$ cat src/tecp_pkg.sv
// Constants, types and register map of the timer channel.
// Assumes an APB master with 32-bit data and 6-bit byte addresses.
//
// Summary of operation
// - Mode field 001 events, 010 trigger PWM
// - Count register reads the live counter
// - Events: clear and interrupt after D0+1 edges
// - Events: channel buffers load, matches still interrupt
// - Event mode drives no timer output
// - Period FFFFH wraps with interrupt, no overflow
// - Events: period write reaches buffer at once
// - Channel below period interrupts once per cycle
// - Channel above period never interrupts
// - Enable waits; trigger starts count and PWM
// - First trigger steps FFFFH to 0000H
// - Running trigger clears, restarts, inverts output 0
// - Every trigger drives PWM outputs high, except channels whose compare buffer is zero
// - Output 0 toggles once per PWM period
// - Width is channel value, period is D0+1
// - Period interrupt and clear after equal step
// - Trigger mode: channel interrupt in the equal cycle
// - Armed trigger-mode period clear copies compares into buffers
// - Pin edge or software bit triggers
// - Clock select ignored with external clock
// - Trigger mode reload armed by channel-1 write
package tecp_pkg;

  localparam int AW = 6;
  localparam logic [AW-1:0] OFS_CTL0 = 6'h00;
  localparam logic [AW-1:0] OFS_CTL1 = 6'h04;
  localparam logic [AW-1:0] OFS_OPT0 = 6'h08;
  localparam logic [AW-1:0] OFS_CNT = 6'h0C;
  localparam logic [AW-1:0] OFS_CCR0 = 6'h10;
  localparam logic [AW-1:0] OFS_CCR1 = 6'h14;
  localparam logic [AW-1:0] OFS_CCR2 = 6'h18;
  localparam logic [AW-1:0] OFS_CCR3 = 6'h1C;

  localparam int CE_BIT = 7;
  localparam int EST_BIT = 6;
  localparam int EEE_BIT = 5;
  localparam int OVF_BIT = 0;
  localparam int CKS_LSB = 0;
  localparam int MD_LSB = 0;

  localparam logic [2:0] MODE_EVT = 3'h1;
  localparam logic [2:0] MODE_TRG = 3'h2;
  localparam logic [15:0] CNT_IDLE = 16'hFFFF;
  localparam logic [15:0] CNT_ZERO = 16'h0000;
  localparam logic [15:0] CCR_RST = 16'h0000;
  localparam logic [7:0] PSC_ONES = 8'hFF;
  localparam logic [31:0] RD_NONE = 32'h0000_0000;

  typedef enum logic [1:0] {ST_STOP, ST_WAIT, ST_RUN} tecp_state_t;

  typedef struct packed {
    logic ce;
    logic [2:0] cks;
    logic eee;
    logic [2:0] md;
  } tecp_ctl_t;

  localparam tecp_ctl_t CTL_RST = '{ce: 1'b0, cks: 3'h0, eee: 1'b0, md: 3'h0};

endpackage

$ cat src/tecp_timer.sv
// 16-bit timer channel: external event count and trigger PWM modes.
// Assumes event and trigger inputs are one-cycle valid-edge pulses.
//
// The APB interface to the registers and the address map are this design's own decisions.
`timescale 1ns/1ns
`default_nettype none
module tecp_timer (
  input wire logic sys_clk,
  input wire logic rst_n,
  input wire logic psel,
  input wire logic penable,
  input wire logic pwrite,
  input wire logic [5:0] paddr,
  input wire logic [31:0] pwdata,
  output logic [31:0] prdata,
  output logic pready,
  output logic pslverr,
  input wire logic ext_event_edge,
  input wire logic ext_trig_edge,
  output logic period_match_irq,
  output logic [2:0] channel_match_irq,
  output logic square_wave_output,
  output logic [2:0] pwm_output_k,
  output logic [3:0] timer_out_en
);

  tecp_pkg::tecp_ctl_t ctl_r;
  tecp_pkg::tecp_state_t st_r, st_nxt;
  logic [15:0] cnt_r, cnt_nxt;
  logic [15:0] ccr_r [4];
  logic [15:0] buf_r [4];
  logic [15:0] buf_nxt [4];
  logic [7:0] psc_r;
  logic ovf_r, arm_r;
  logic pready_r, pslverr_r;
  logic [31:0] prdata_r;
  logic irq0_r, sq_r;
  logic [2:0] irqk_r, irqk_nxt, pwm_r, pwm_nxt, buf_zero;
  logic [3:0] en_r;
  logic per_clr, start, trig_run, ovf_set;

  // Bus decode
  wire logic acc = psel & penable;
  wire logic hit_ctl0 = paddr == tecp_pkg::OFS_CTL0;
  wire logic hit_ctl1 = paddr == tecp_pkg::OFS_CTL1;
  wire logic hit_opt0 = paddr == tecp_pkg::OFS_OPT0;
  wire logic hit_cnt = paddr == tecp_pkg::OFS_CNT;
  logic [3:0] hit_ccr;
  assign hit_ccr[0] = paddr == tecp_pkg::OFS_CCR0;
  assign hit_ccr[1] = paddr == tecp_pkg::OFS_CCR1;
  assign hit_ccr[2] = paddr == tecp_pkg::OFS_CCR2;
  assign hit_ccr[3] = paddr == tecp_pkg::OFS_CCR3;
  wire logic map_hit = hit_ctl0 | hit_ctl1 | hit_opt0 | hit_cnt | (|hit_ccr);
  wire logic wr_en = acc & pready_r & pwrite & map_hit;
  wire logic [3:0] wr_ccr = hit_ccr & {4{wr_en}};

  // Mode and trigger decode
  wire logic evt = ctl_r.md == tecp_pkg::MODE_EVT;
  wire logic trg = ctl_r.md == tecp_pkg::MODE_TRG;
  wire logic est_wr = wr_en & hit_ctl1 & pwdata[tecp_pkg::EST_BIT];
  wire logic trig = trg & (ext_trig_edge | est_wr);

  // Count clock: divider tick or external edge
  wire logic [7:0] psc_mask = ~(tecp_pkg::PSC_ONES << ctl_r.cks);
  wire logic psc_tick = (psc_r & psc_mask) == psc_mask;
  wire logic cnt_tick = (evt | ctl_r.eee) ? ext_event_edge : psc_tick;
  wire logic running = st_r == tecp_pkg::ST_RUN;
  wire logic step = running & ctl_r.ce & ~trig & cnt_tick;
  wire logic reload = per_clr & trg & arm_r;

  // Counter sequencing
  always_comb begin
    st_nxt = st_r;
    cnt_nxt = cnt_r;
    per_clr = 1'b0;
    start = 1'b0;
    trig_run = 1'b0;
    ovf_set = 1'b0;
    case (st_r)
      tecp_pkg::ST_STOP: begin
        cnt_nxt = tecp_pkg::CNT_IDLE;
        if (ctl_r.ce && evt) begin
          start = 1'b1;
          st_nxt = tecp_pkg::ST_RUN;
          cnt_nxt = tecp_pkg::CNT_ZERO;
        end else if (ctl_r.ce && trg) begin
          start = 1'b1;
          st_nxt = tecp_pkg::ST_WAIT;
        end
      end
      tecp_pkg::ST_WAIT: begin
        if (!ctl_r.ce) begin
          st_nxt = tecp_pkg::ST_STOP;
        end else if (trig) begin
          st_nxt = tecp_pkg::ST_RUN;
          cnt_nxt = tecp_pkg::CNT_ZERO;
          trig_run = 1'b1;
        end
      end
      tecp_pkg::ST_RUN: begin
        if (!ctl_r.ce) begin
          st_nxt = tecp_pkg::ST_STOP;
          cnt_nxt = tecp_pkg::CNT_IDLE;
        end else if (trig) begin
          cnt_nxt = tecp_pkg::CNT_ZERO;
          trig_run = 1'b1;
        end else if (cnt_tick) begin
          if (cnt_r == buf_r[0]) begin
            cnt_nxt = tecp_pkg::CNT_ZERO;
            per_clr = 1'b1;
          end else begin
            cnt_nxt = cnt_r + 16'h0001;
            ovf_set = cnt_r == tecp_pkg::CNT_IDLE;
          end
        end
      end
      default: begin
        st_nxt = tecp_pkg::ST_STOP;
        cnt_nxt = tecp_pkg::CNT_IDLE;
      end
    endcase
  end

  // Compare buffers
  genvar gi;
  generate
    for (gi = 0; gi < 4; gi++) begin : g_buf
      wire logic evt_wr = evt & running & wr_ccr[gi];
      assign buf_nxt[gi] = evt_wr ? pwdata[15:0] :
                           (start | reload) ? ccr_r[gi] : buf_r[gi];
      always_ff @(posedge sys_clk) begin
        if (!rst_n) begin
          ccr_r[gi] <= tecp_pkg::CCR_RST;
          buf_r[gi] <= tecp_pkg::CCR_RST;
        end else begin
          if (wr_ccr[gi]) begin
            ccr_r[gi] <= pwdata[15:0];
          end
          buf_r[gi] <= buf_nxt[gi];
        end
      end
    end
  endgenerate

  // Channel matches and PWM levels
  generate
    for (gi = 0; gi < 3; gi++) begin : g_ch
      wire logic eq_nxt = cnt_nxt == buf_nxt[gi+1];
      wire logic evt_hit = evt & step & (cnt_r == buf_r[gi+1]);
      wire logic trg_hit = trg & step & eq_nxt;
      wire logic pwm_lo = (step | trig_run) & eq_nxt;
      wire logic pwm_hi = trig_run | per_clr;
      assign buf_zero[gi] = buf_r[gi+1] == tecp_pkg::CNT_ZERO;
      assign irqk_nxt[gi] = evt_hit | trg_hit;
      assign pwm_nxt[gi] = trg & (st_nxt == tecp_pkg::ST_RUN) &
                           (pwm_hi | pwm_r[gi]) & ~pwm_lo;
    end
  endgenerate

  wire logic sq_flip = (trig_run & running) | per_clr;
  wire logic sq_nxt = trg & (st_nxt != tecp_pkg::ST_STOP) & (sq_r ^ sq_flip);
  wire logic [3:0] en_nxt = {4{trg & (st_nxt != tecp_pkg::ST_STOP)}};

  always_ff @(posedge sys_clk) begin
    if (!rst_n) begin
      st_r <= tecp_pkg::ST_STOP;
      cnt_r <= tecp_pkg::CNT_IDLE;
    end else begin
      st_r <= st_nxt;
      cnt_r <= cnt_nxt;
    end
  end

  always_ff @(posedge sys_clk) begin
    if (!rst_n) begin
      psc_r <= 8'h00;
    end else begin
      psc_r <= running ? psc_r + 8'h01 : 8'h00;
    end
  end

  always_ff @(posedge sys_clk) begin
    if (!rst_n) begin
      irq0_r <= 1'b0;
      irqk_r <= 3'h0;
      pwm_r <= 3'h0;
      sq_r <= 1'b0;
      en_r <= 4'h0;
    end else begin
      irq0_r <= per_clr;
      irqk_r <= irqk_nxt;
      pwm_r <= pwm_nxt;
      sq_r <= sq_nxt;
      en_r <= en_nxt;
    end
  end

  // Control, overflow and reload arming; set wins over clear
  always_ff @(posedge sys_clk) begin
    if (!rst_n) begin
      ctl_r <= tecp_pkg::CTL_RST;
      ovf_r <= 1'b0;
      arm_r <= 1'b0;
    end else begin
      if (wr_en && hit_ctl0) begin
        ctl_r.ce <= pwdata[tecp_pkg::CE_BIT];
        ctl_r.cks <= pwdata[tecp_pkg::CKS_LSB +: 3];
      end
      if (wr_en && hit_ctl1) begin
        ctl_r.eee <= pwdata[tecp_pkg::EEE_BIT];
        ctl_r.md <= pwdata[tecp_pkg::MD_LSB +: 3];
      end
      if (ovf_set) begin
        ovf_r <= 1'b1;
      end else if (wr_en && hit_opt0 && !pwdata[tecp_pkg::OVF_BIT]) begin
        ovf_r <= 1'b0;
      end
      if (trg && wr_ccr[1]) begin
        arm_r <= 1'b1;
      end else if (reload || !trg) begin
        arm_r <= 1'b0;
      end
    end
  end

  // Read data
  wire logic [15:0] ccr_rd = hit_ccr[0] ? ccr_r[0] : hit_ccr[1] ? ccr_r[1] :
                             hit_ccr[2] ? ccr_r[2] : ccr_r[3];
  wire logic [31:0] rd_data =
    hit_ctl0 ? {24'h00_0000, ctl_r.ce, 4'h0, ctl_r.cks} :
    hit_ctl1 ? {24'h00_0000, 2'h0, ctl_r.eee, 2'h0, ctl_r.md} :
    hit_opt0 ? {31'h0000_0000, ovf_r} :
    hit_cnt ? {16'h0000, cnt_r} :
    (|hit_ccr) ? {16'h0000, ccr_rd} : tecp_pkg::RD_NONE;

  // APB: one wait state, answer in the second access cycle
  always_ff @(posedge sys_clk) begin
    if (!rst_n) begin
      pready_r <= 1'b0;
      pslverr_r <= 1'b0;
      prdata_r <= tecp_pkg::RD_NONE;
    end else begin
      pready_r <= acc & ~pready_r;
      pslverr_r <= acc & ~pready_r & ~map_hit;
      prdata_r <= (acc & ~pready_r & ~pwrite) ? rd_data : tecp_pkg::RD_NONE;
    end
  end

  assign prdata = prdata_r;
  assign pready = pready_r;
  assign pslverr = pslverr_r;
  assign period_match_irq = irq0_r;
  assign channel_match_irq = irqk_r;
  assign square_wave_output = sq_r;
  assign pwm_output_k = pwm_r;
  assign timer_out_en = en_r;

  wire logic rd_cnt = acc & ~pready_r & ~pwrite & hit_cnt;
endmodule
`default_nettype wire

$ cat config.mk
export PLATFORM = sky130hd
export DESIGN_NAME = tecp_timer
export DESIGN_NICKNAME = d
export VERILOG_FILES = /design/src/tecp_pkg.sv /design/src/tecp_timer.sv
export SDC_FILE = /design/constraint.sdc
export NUM_CORES = 1
export LEC_CHECK = 0
export ABC_CLOCK_PERIOD_IN_PS = 5180
export BUFFER_PORTS_ARGS = -buffer_cell sky130_fd_sc_hd__buf_2
export CORE_MARGIN = 2
export CORE_UTILIZATION = 45
export CTS_BUF_LIST = sky130_fd_sc_hd__clkbuf_8
export DETAILED_ROUTE_END_ITERATION = 10
export GPL_ROUTABILITY_DRIVEN = 1
export PLACE_DENSITY = 0.72
export SYNTH_ARGS = -nofsm -noshare
export SYNTH_HDL_FRONTEND = slang
export SYNTH_SLANG_ARGS = --single-unit
$ cat constraint.sdc
create_clock -name sys_clk -period 5.18 [get_ports sys_clk]
set_input_delay 1.036 -clock sys_clk [delete_from_list [all_inputs] [get_ports sys_clk]]
set_output_delay 1.036 -clock sys_clk [all_outputs]
set_load 0.02 [all_outputs]
* After elaboration in Yosys (flattened, before gate mapping) *
Memories as Yosys holds them, arrays and structs flattened.
Cells that the tools add are included.

operators by class
  bitwise operators = 78
  equal/unequal tests = 21
  reductions and logical operators = 22
  shifts and indexed selects = 1
  add/sub/neg operators = 2
  multiplexer cells = 73

operators by type and width
  kind                                             count
  two-way mux 16 bit                               28
  == test 16 bit                                   7
  one-hot mux 16 bit (3 select lines)              1
  bitwise AND 1 bit                                41
  two-way mux 1 bit                                35
  == test 6 x 5 -> 1 bit, second input constant    4
  two-way mux 8 bit                                3
  bitwise OR 1 bit                                 24
  adder 16 x 1 -> 16 bit, second input constant    1
  == test 16 bit, second input constant            1
  == test 6 x 4 -> 1 bit, second input constant    2
  two-way mux 2 bit                                5
  NOT 1 bit                                        9
  adder 8 x 1 -> 8 bit, second input constant      1
  bitwise AND 8 bit                                1
  == test 8 bit                                    1
  NOT 8 bit                                        1
  left shift 8 x 3 -> 8 bit, first input constant  1
  logical AND 1 bit                                7
  == test 6 x 3 -> 1 bit, second input constant    1
  logical NOT 6 bit                                1
  one-hot mux 2 bit (3 select lines)               1
  nonzero test 2 bit                               3
  OR reduction 6 bit                               1
  14 further kinds                                 17

storage, ports and cells
  memories = 2
  input port bits = 45
  bits in writable memories = 128
  register bits = 79

memory list
  name   depth  bits a word  read ports  clocked after Yosys merged registers in  write ports  line              source
  buf_r  4      16           4           0                                        4            tecp_timer.sv:31  logic [15:0] buf_r [4];
  ccr_r  4      16           4           0                                        4            tecp_timer.sv:30  logic [15:0] ccr_r [4];

* Logic depth before layout (Yosys ltp) *
  word-level depth = 22
  depth in mapped cells = 16
  mapped depth without buffers = 13

* Worst setup path before layout *
Ideal clock, no wire load.

  kind = input to register
  start point = input port paddr[4]
  end point = register pwm_r[0] (netlist: pwm_output_k[0])
  setup time = 0.115 ns
  slack = 1.395 ns
  cell stages on the path = 11
  arrival time = 3.671 ns
  path through = nor4_4 a41oi_2 a211oi_4 nand3_1 o2111a_1 a211oi_2 and3b_1 nor4_1 nand4_1 o31a_1 o21ba_1

between the ends
  longest elaborated chain between the ends = 22

RTL lines
  element                                                      line                                source
  start: declaration                                           tecp_timer.sv:13                    input wire logic [5:0] paddr,
  == test 6 x 3 -> 1 bit or logical NOT 6 bit (tied branches)  tecp_timer.sv:45, tecp_timer.sv:44
  bitwise OR 1 bit (4 in series)                               tecp_timer.sv:53                    wire logic map_hit = hit_ctl0 | hit_ctl1 | hit_opt0 | hit_cnt | (|hit_ccr);
  bitwise AND 1 bit                                            tecp_timer.sv:54                    wire logic wr_en = acc & pready_r & pwrite & map_hit;
  bitwise AND 1 bit (2 in series)                              tecp_timer.sv:60                    wire logic est_wr = wr_en & hit_ctl1 & pwdata[tecp_pkg::EST_BIT];
  bitwise OR 1 bit                                             tecp_timer.sv:61                    wire logic trig = trg & (ext_trig_edge | est_wr);
  bitwise AND 1 bit                                            tecp_timer.sv:61
  two-way mux 1 bit                                            tecp_timer.sv:104                   end else if (trig) begin
  two-way mux 1 bit                                            tecp_timer.sv:101                   if (!ctl_r.ce) begin
  two-way mux 1 bit                                            tecp_timer.sv:79                    case (st_r)
  bitwise AND 1 bit (2 in series)                              tecp_timer.sv:69                    wire logic reload = per_clr & trg & arm_r;
  bitwise OR 1 bit                                             tecp_timer.sv:130                   (start | reload) ? ccr_r[gi] : buf_r[gi];
  two-way mux 16 bit                                           tecp_timer.sv:130
  two-way mux 16 bit                                           tecp_timer.sv:129                   assign buf_nxt[gi] = evt_wr ? pwdata[15:0] :
  == test 16 bit                                               tecp_timer.sv:148                   wire logic eq_nxt = cnt_nxt == buf_nxt[gi+1];
  bitwise AND 1 bit                                            tecp_timer.sv:151                   wire logic pwm_lo = (step | trig_run) & eq_nxt;
  NOT 1 bit                                                    tecp_timer.sv:156                   (pwm_hi | pwm_r[gi]) & ~pwm_lo;
  bitwise AND 1 bit *                                          tecp_timer.sv:156
  end signal: assignment                                       tecp_timer.sv:192                   pwm_r <= pwm_nxt;
  end: declaration                                             tecp_timer.sv:38                    logic [2:0] irqk_r, irqk_nxt, pwm_r, pwm_nxt, buf_zero;

Every way passes the cells marked *; elsewhere a longest branch is shown, timed or not.
A chain may end at the register's enable or synchronous reset.

* Final worst setup path *
  start point = register cnt_r[15]
  end point = register pwm_r[1] (netlist: pwm_output_k[1])

between the ends
  longest elaborated chain between the ends = 15

RTL lines
  element                          line               source
  start: declaration               tecp_timer.sv:29   logic [15:0] cnt_r, cnt_nxt;
  start signal: assignment         tecp_timer.sv:167  cnt_r <= tecp_pkg::CNT_IDLE;
  start signal: assignment         tecp_timer.sv:170  cnt_r <= cnt_nxt;
  == test 16 bit                   tecp_timer.sv:108  if (cnt_r == buf_r[0]) begin
  two-way mux 1 bit                tecp_timer.sv:108
  two-way mux 1 bit                tecp_timer.sv:107  end else if (cnt_tick) begin
  two-way mux 1 bit                tecp_timer.sv:104
  two-way mux 1 bit                tecp_timer.sv:101
  two-way mux 1 bit                tecp_timer.sv:79
  bitwise AND 1 bit (2 in series)  tecp_timer.sv:69
  bitwise OR 1 bit                 tecp_timer.sv:130
  two-way mux 16 bit               tecp_timer.sv:130
  two-way mux 16 bit               tecp_timer.sv:129
  == test 16 bit                   tecp_timer.sv:148
  bitwise AND 1 bit                tecp_timer.sv:151
  NOT 1 bit                        tecp_timer.sv:156
  bitwise AND 1 bit *              tecp_timer.sv:156

Marked as above.

==> metrics.yaml <==
status: "completed"
clockBufferDepth: 2
track_usage_pct: 30.5
ir_drop_mv: 0.145
dp_hpwl_mm: 28.9
grtUsageMet3_pct: 7.47
cts_tree: "yes"
synthSimpleGateAreaFrac_pct: 25.9
syn_inst: 1339
cts-buffers-inserted: 17
num-fill-cells: 2376
max_cap_violations: 0
p_total_mw: 2.75
ctsHoldBuffers: 0
synth_area_leaders: "dfxtp_1, edfxtp_1, xnor2_1, nor2_1, and2_1"
initial_utilization_pct: 45.8
ys_warn_count: 0
vias: 10700
yosys-mux-area-fraction_pct: 3.72
rr_endpoint: "pwm_output_k[1]"
arrival_ns: 4.76
clock_skew_ns: 0.0153
cts_resized: 0
totalWireLength_mm: 40.4
netlist-cell-type-count: 89
final_core_util_pct: 49.6
dpl_cell_area_um2: 12100
synth_common_cells: "nor2_1, dfxtp_1, nand2_1"
synth_seq_area_share_pct: 38.6
grt_pass1_wl_mm: 60.9
drt_first_pass_iters: 6
met2_usage_pct: 45.0
syn2layout_area_growth_pct: 8.30
grt_pass1_vias: 9894
cts_setup_buffers: 0
cp.required_ns: 5.57
synth_fa_ha_area_share_pct: 0.651
fmax_mhz: 229
die-area_um2: 26900
p_per_area_nw_per_um2: 221
synth.top_cell.area_share_pct: 21.9
syn-cell-area_um2: 11500
holdWs_ns: 0.486
port-buffer-count: 58
min-delay-start: "ovf_r"
route.detailed.wl_per_inst_um: 23.8
routabilityCongestion: 1.02
hp-class: "reg2reg"
synth.largest_area_cell: "dfxtp_1"
worstSetupStartpointType: "register"
hold_end: "ovf_r"
finalInstanceArea_um2: 12500
synth_xor_area_share_pct: 8.66
dp_slack_ns: 0.563
drc: 0
hold_viol: 0
use_met1_pct: 41.0
crit_path_start: "cnt_r[15]"
drt_iter0_markers: 1551
finalCriticalPeriod_ns: 4.36
synthFlopType: "dfxtp_1"
ys_seq_elements: 190
grt-ovfl-total: 0
synth_edf_count: 64
timing.rr.start: "cnt_r[15]"
grt_max_degree: 54
antennaDiodeCount: 0
rsz0062_at_grt: "false"
rows: 58
worst_r2r_path_depth: 12
path_class: "reg2reg"
final_antenna_net_count: 0
period_share_pct: 84.2
synth_compound_area_share_pct: 16.7
syn_area_per_cell_um2: 8.61
core_um2: 25200
fin_nets: 1409
slew_headroom_pct: 12.4
grt.busiest_layer: "met2"
report.final.slew_viol_count: 0
tns_ns: 0
synthArstFlopShare_pct: 0
worst_pin_slew_ns: 1.31
antenna_found_initial: 0
clock_latency_ns: 0.50
dp.cells: 1669
cts-htree-levels: 4
drive_gt1_share_pct: 13.8
regToRegSetupSlack_ns: 0.82
cts.sinks: 190
crit_fanout: 11
dieHeight_um: 164
yosysMostFrequentCell: "nor2_1"
synth_top_family_by_area: "simple AND/OR/NAND/NOR gates"
fin_cells: 1701
cts-root-buf: "clkbuf_8"
setup_viol: 0
cellLeakagePower_nw: 4.23
whs_path_depth: 2
cts.clk_slew.worst_paths_ns: 0.12
detail_route.vias_per_cell: 6.28
finalWorstSetupSlack_ns: 0.816
ioPinCount: 91
crit_path_end_kind: "register"
die_w_um: 164
==> cells in the final DEF, fill, tap and decap left out, drive strengths merged, types with 5 or more instances in the layout <==
cell    netlist  layout
nor2        157     157
dfxtp       126     126
nand2       114     114
buf          65     107
and2         87      87
nor3         87      87
xnor2        73      73
o21ai        70      70
edfxtp       64      64
a21oi        60      60
xor2         41      41
a211oi       28      28
nor4         27      27
nand3        24      24
nand4        23      23
inv          13      22
a311oi       21      21
or3          20      20
clkbuf       57      17
o311ai       17      17
conb          1      16
mux4         14      14
and3         13      13
a22oi        12      12
or2           9       9
nand2b        8       8
mux2i         8       8
nor2b         6       6
a21o          6       6
a31oi         6       6
a211o         6       6
ha            6       6
and4          5       5
o31ai         5       5
o31a          5       5
==> critical path, stage by stage (launching register included) <==
cell	delay [ns]
dfxtp_1	0.59
xnor2_1	0.20
nand4_1	0.23
nor4_4	0.50
nand3_1	0.52
buf_4	0.34
o21ai_0	0.15
o311ai_0	0.24
xor2_1	0.21
a2111oi_0	0.43
nand4_1	0.44
o21ai_0	0.30
a21oi_1	0.09
==> final cells by class <==
type | count | area [µm²] | share of cell area (%)
flip-flops and latches | 190 | 4440 | 35.6
clock inverters | 15 | 174 | 1.39
inverters | 14 | 52.6 | 0.421
multi-input cells | 1028 | 6490 | 52.0
repair buffers | 107 | 671 | 5.37
clock buffers | 17 | 234 | 1.87
well taps | 330 | 413 | 3.31
==> kinds of logic (layout without fill, tap and decap cells) <==
kind of cell	after synthesis	count (layout)
AOI/OAI and AO/OA	274	274
buffers and inverters	136	153
muxes	25	25
xor gates and xnor gates	114	114
DFF	190	190
other	1	16
adders and majority gates	6	6
and+or+nand+nor	593	593
==> flip-flops by register name, summed over array words and instances, names as in the netlist, 2 cells and up <==
register           count
buf_r                 64
ccr_r                 64
channel_match_irq      3
cnt_r                 16
ctl_r                  8
prdata                16
psc_r                  7
pwm_output_k           3
st_r                   2
==> where the power goes <==
group	total (mW)	switching, mW	internal [mW]	leakage [nW]
Clock	1.04	0.635	0.407	0.197
Sequential	1.57	0.0178	1.55	1.68
Combinational	0.138	0.103	0.0357	2.35
==> worst max-delay path by stage <==
stage                           end  slack [ns]  cells after the start
detailed placement  pwm_output_k[1]        0.56                     13
floorplan           pwm_output_k[0]        1.39                     11
global placement    pwm_output_k[1]        0.53                     13
global route        pwm_output_k[1]        0.54                     12
CTS                 pwm_output_k[0]        0.97                     11
finish              pwm_output_k[1]        0.82                     12
==> layer usage <==
layer | share of wire (%) | up-vias
met5 | 0 | -
met4 | 6.2 | 0
met3 | 12 | 137
met2 | 43 | 712
met1 | 40 | 5018
li1 | - | 4816
Note: power is estimated with default switching activity, not from simulation.
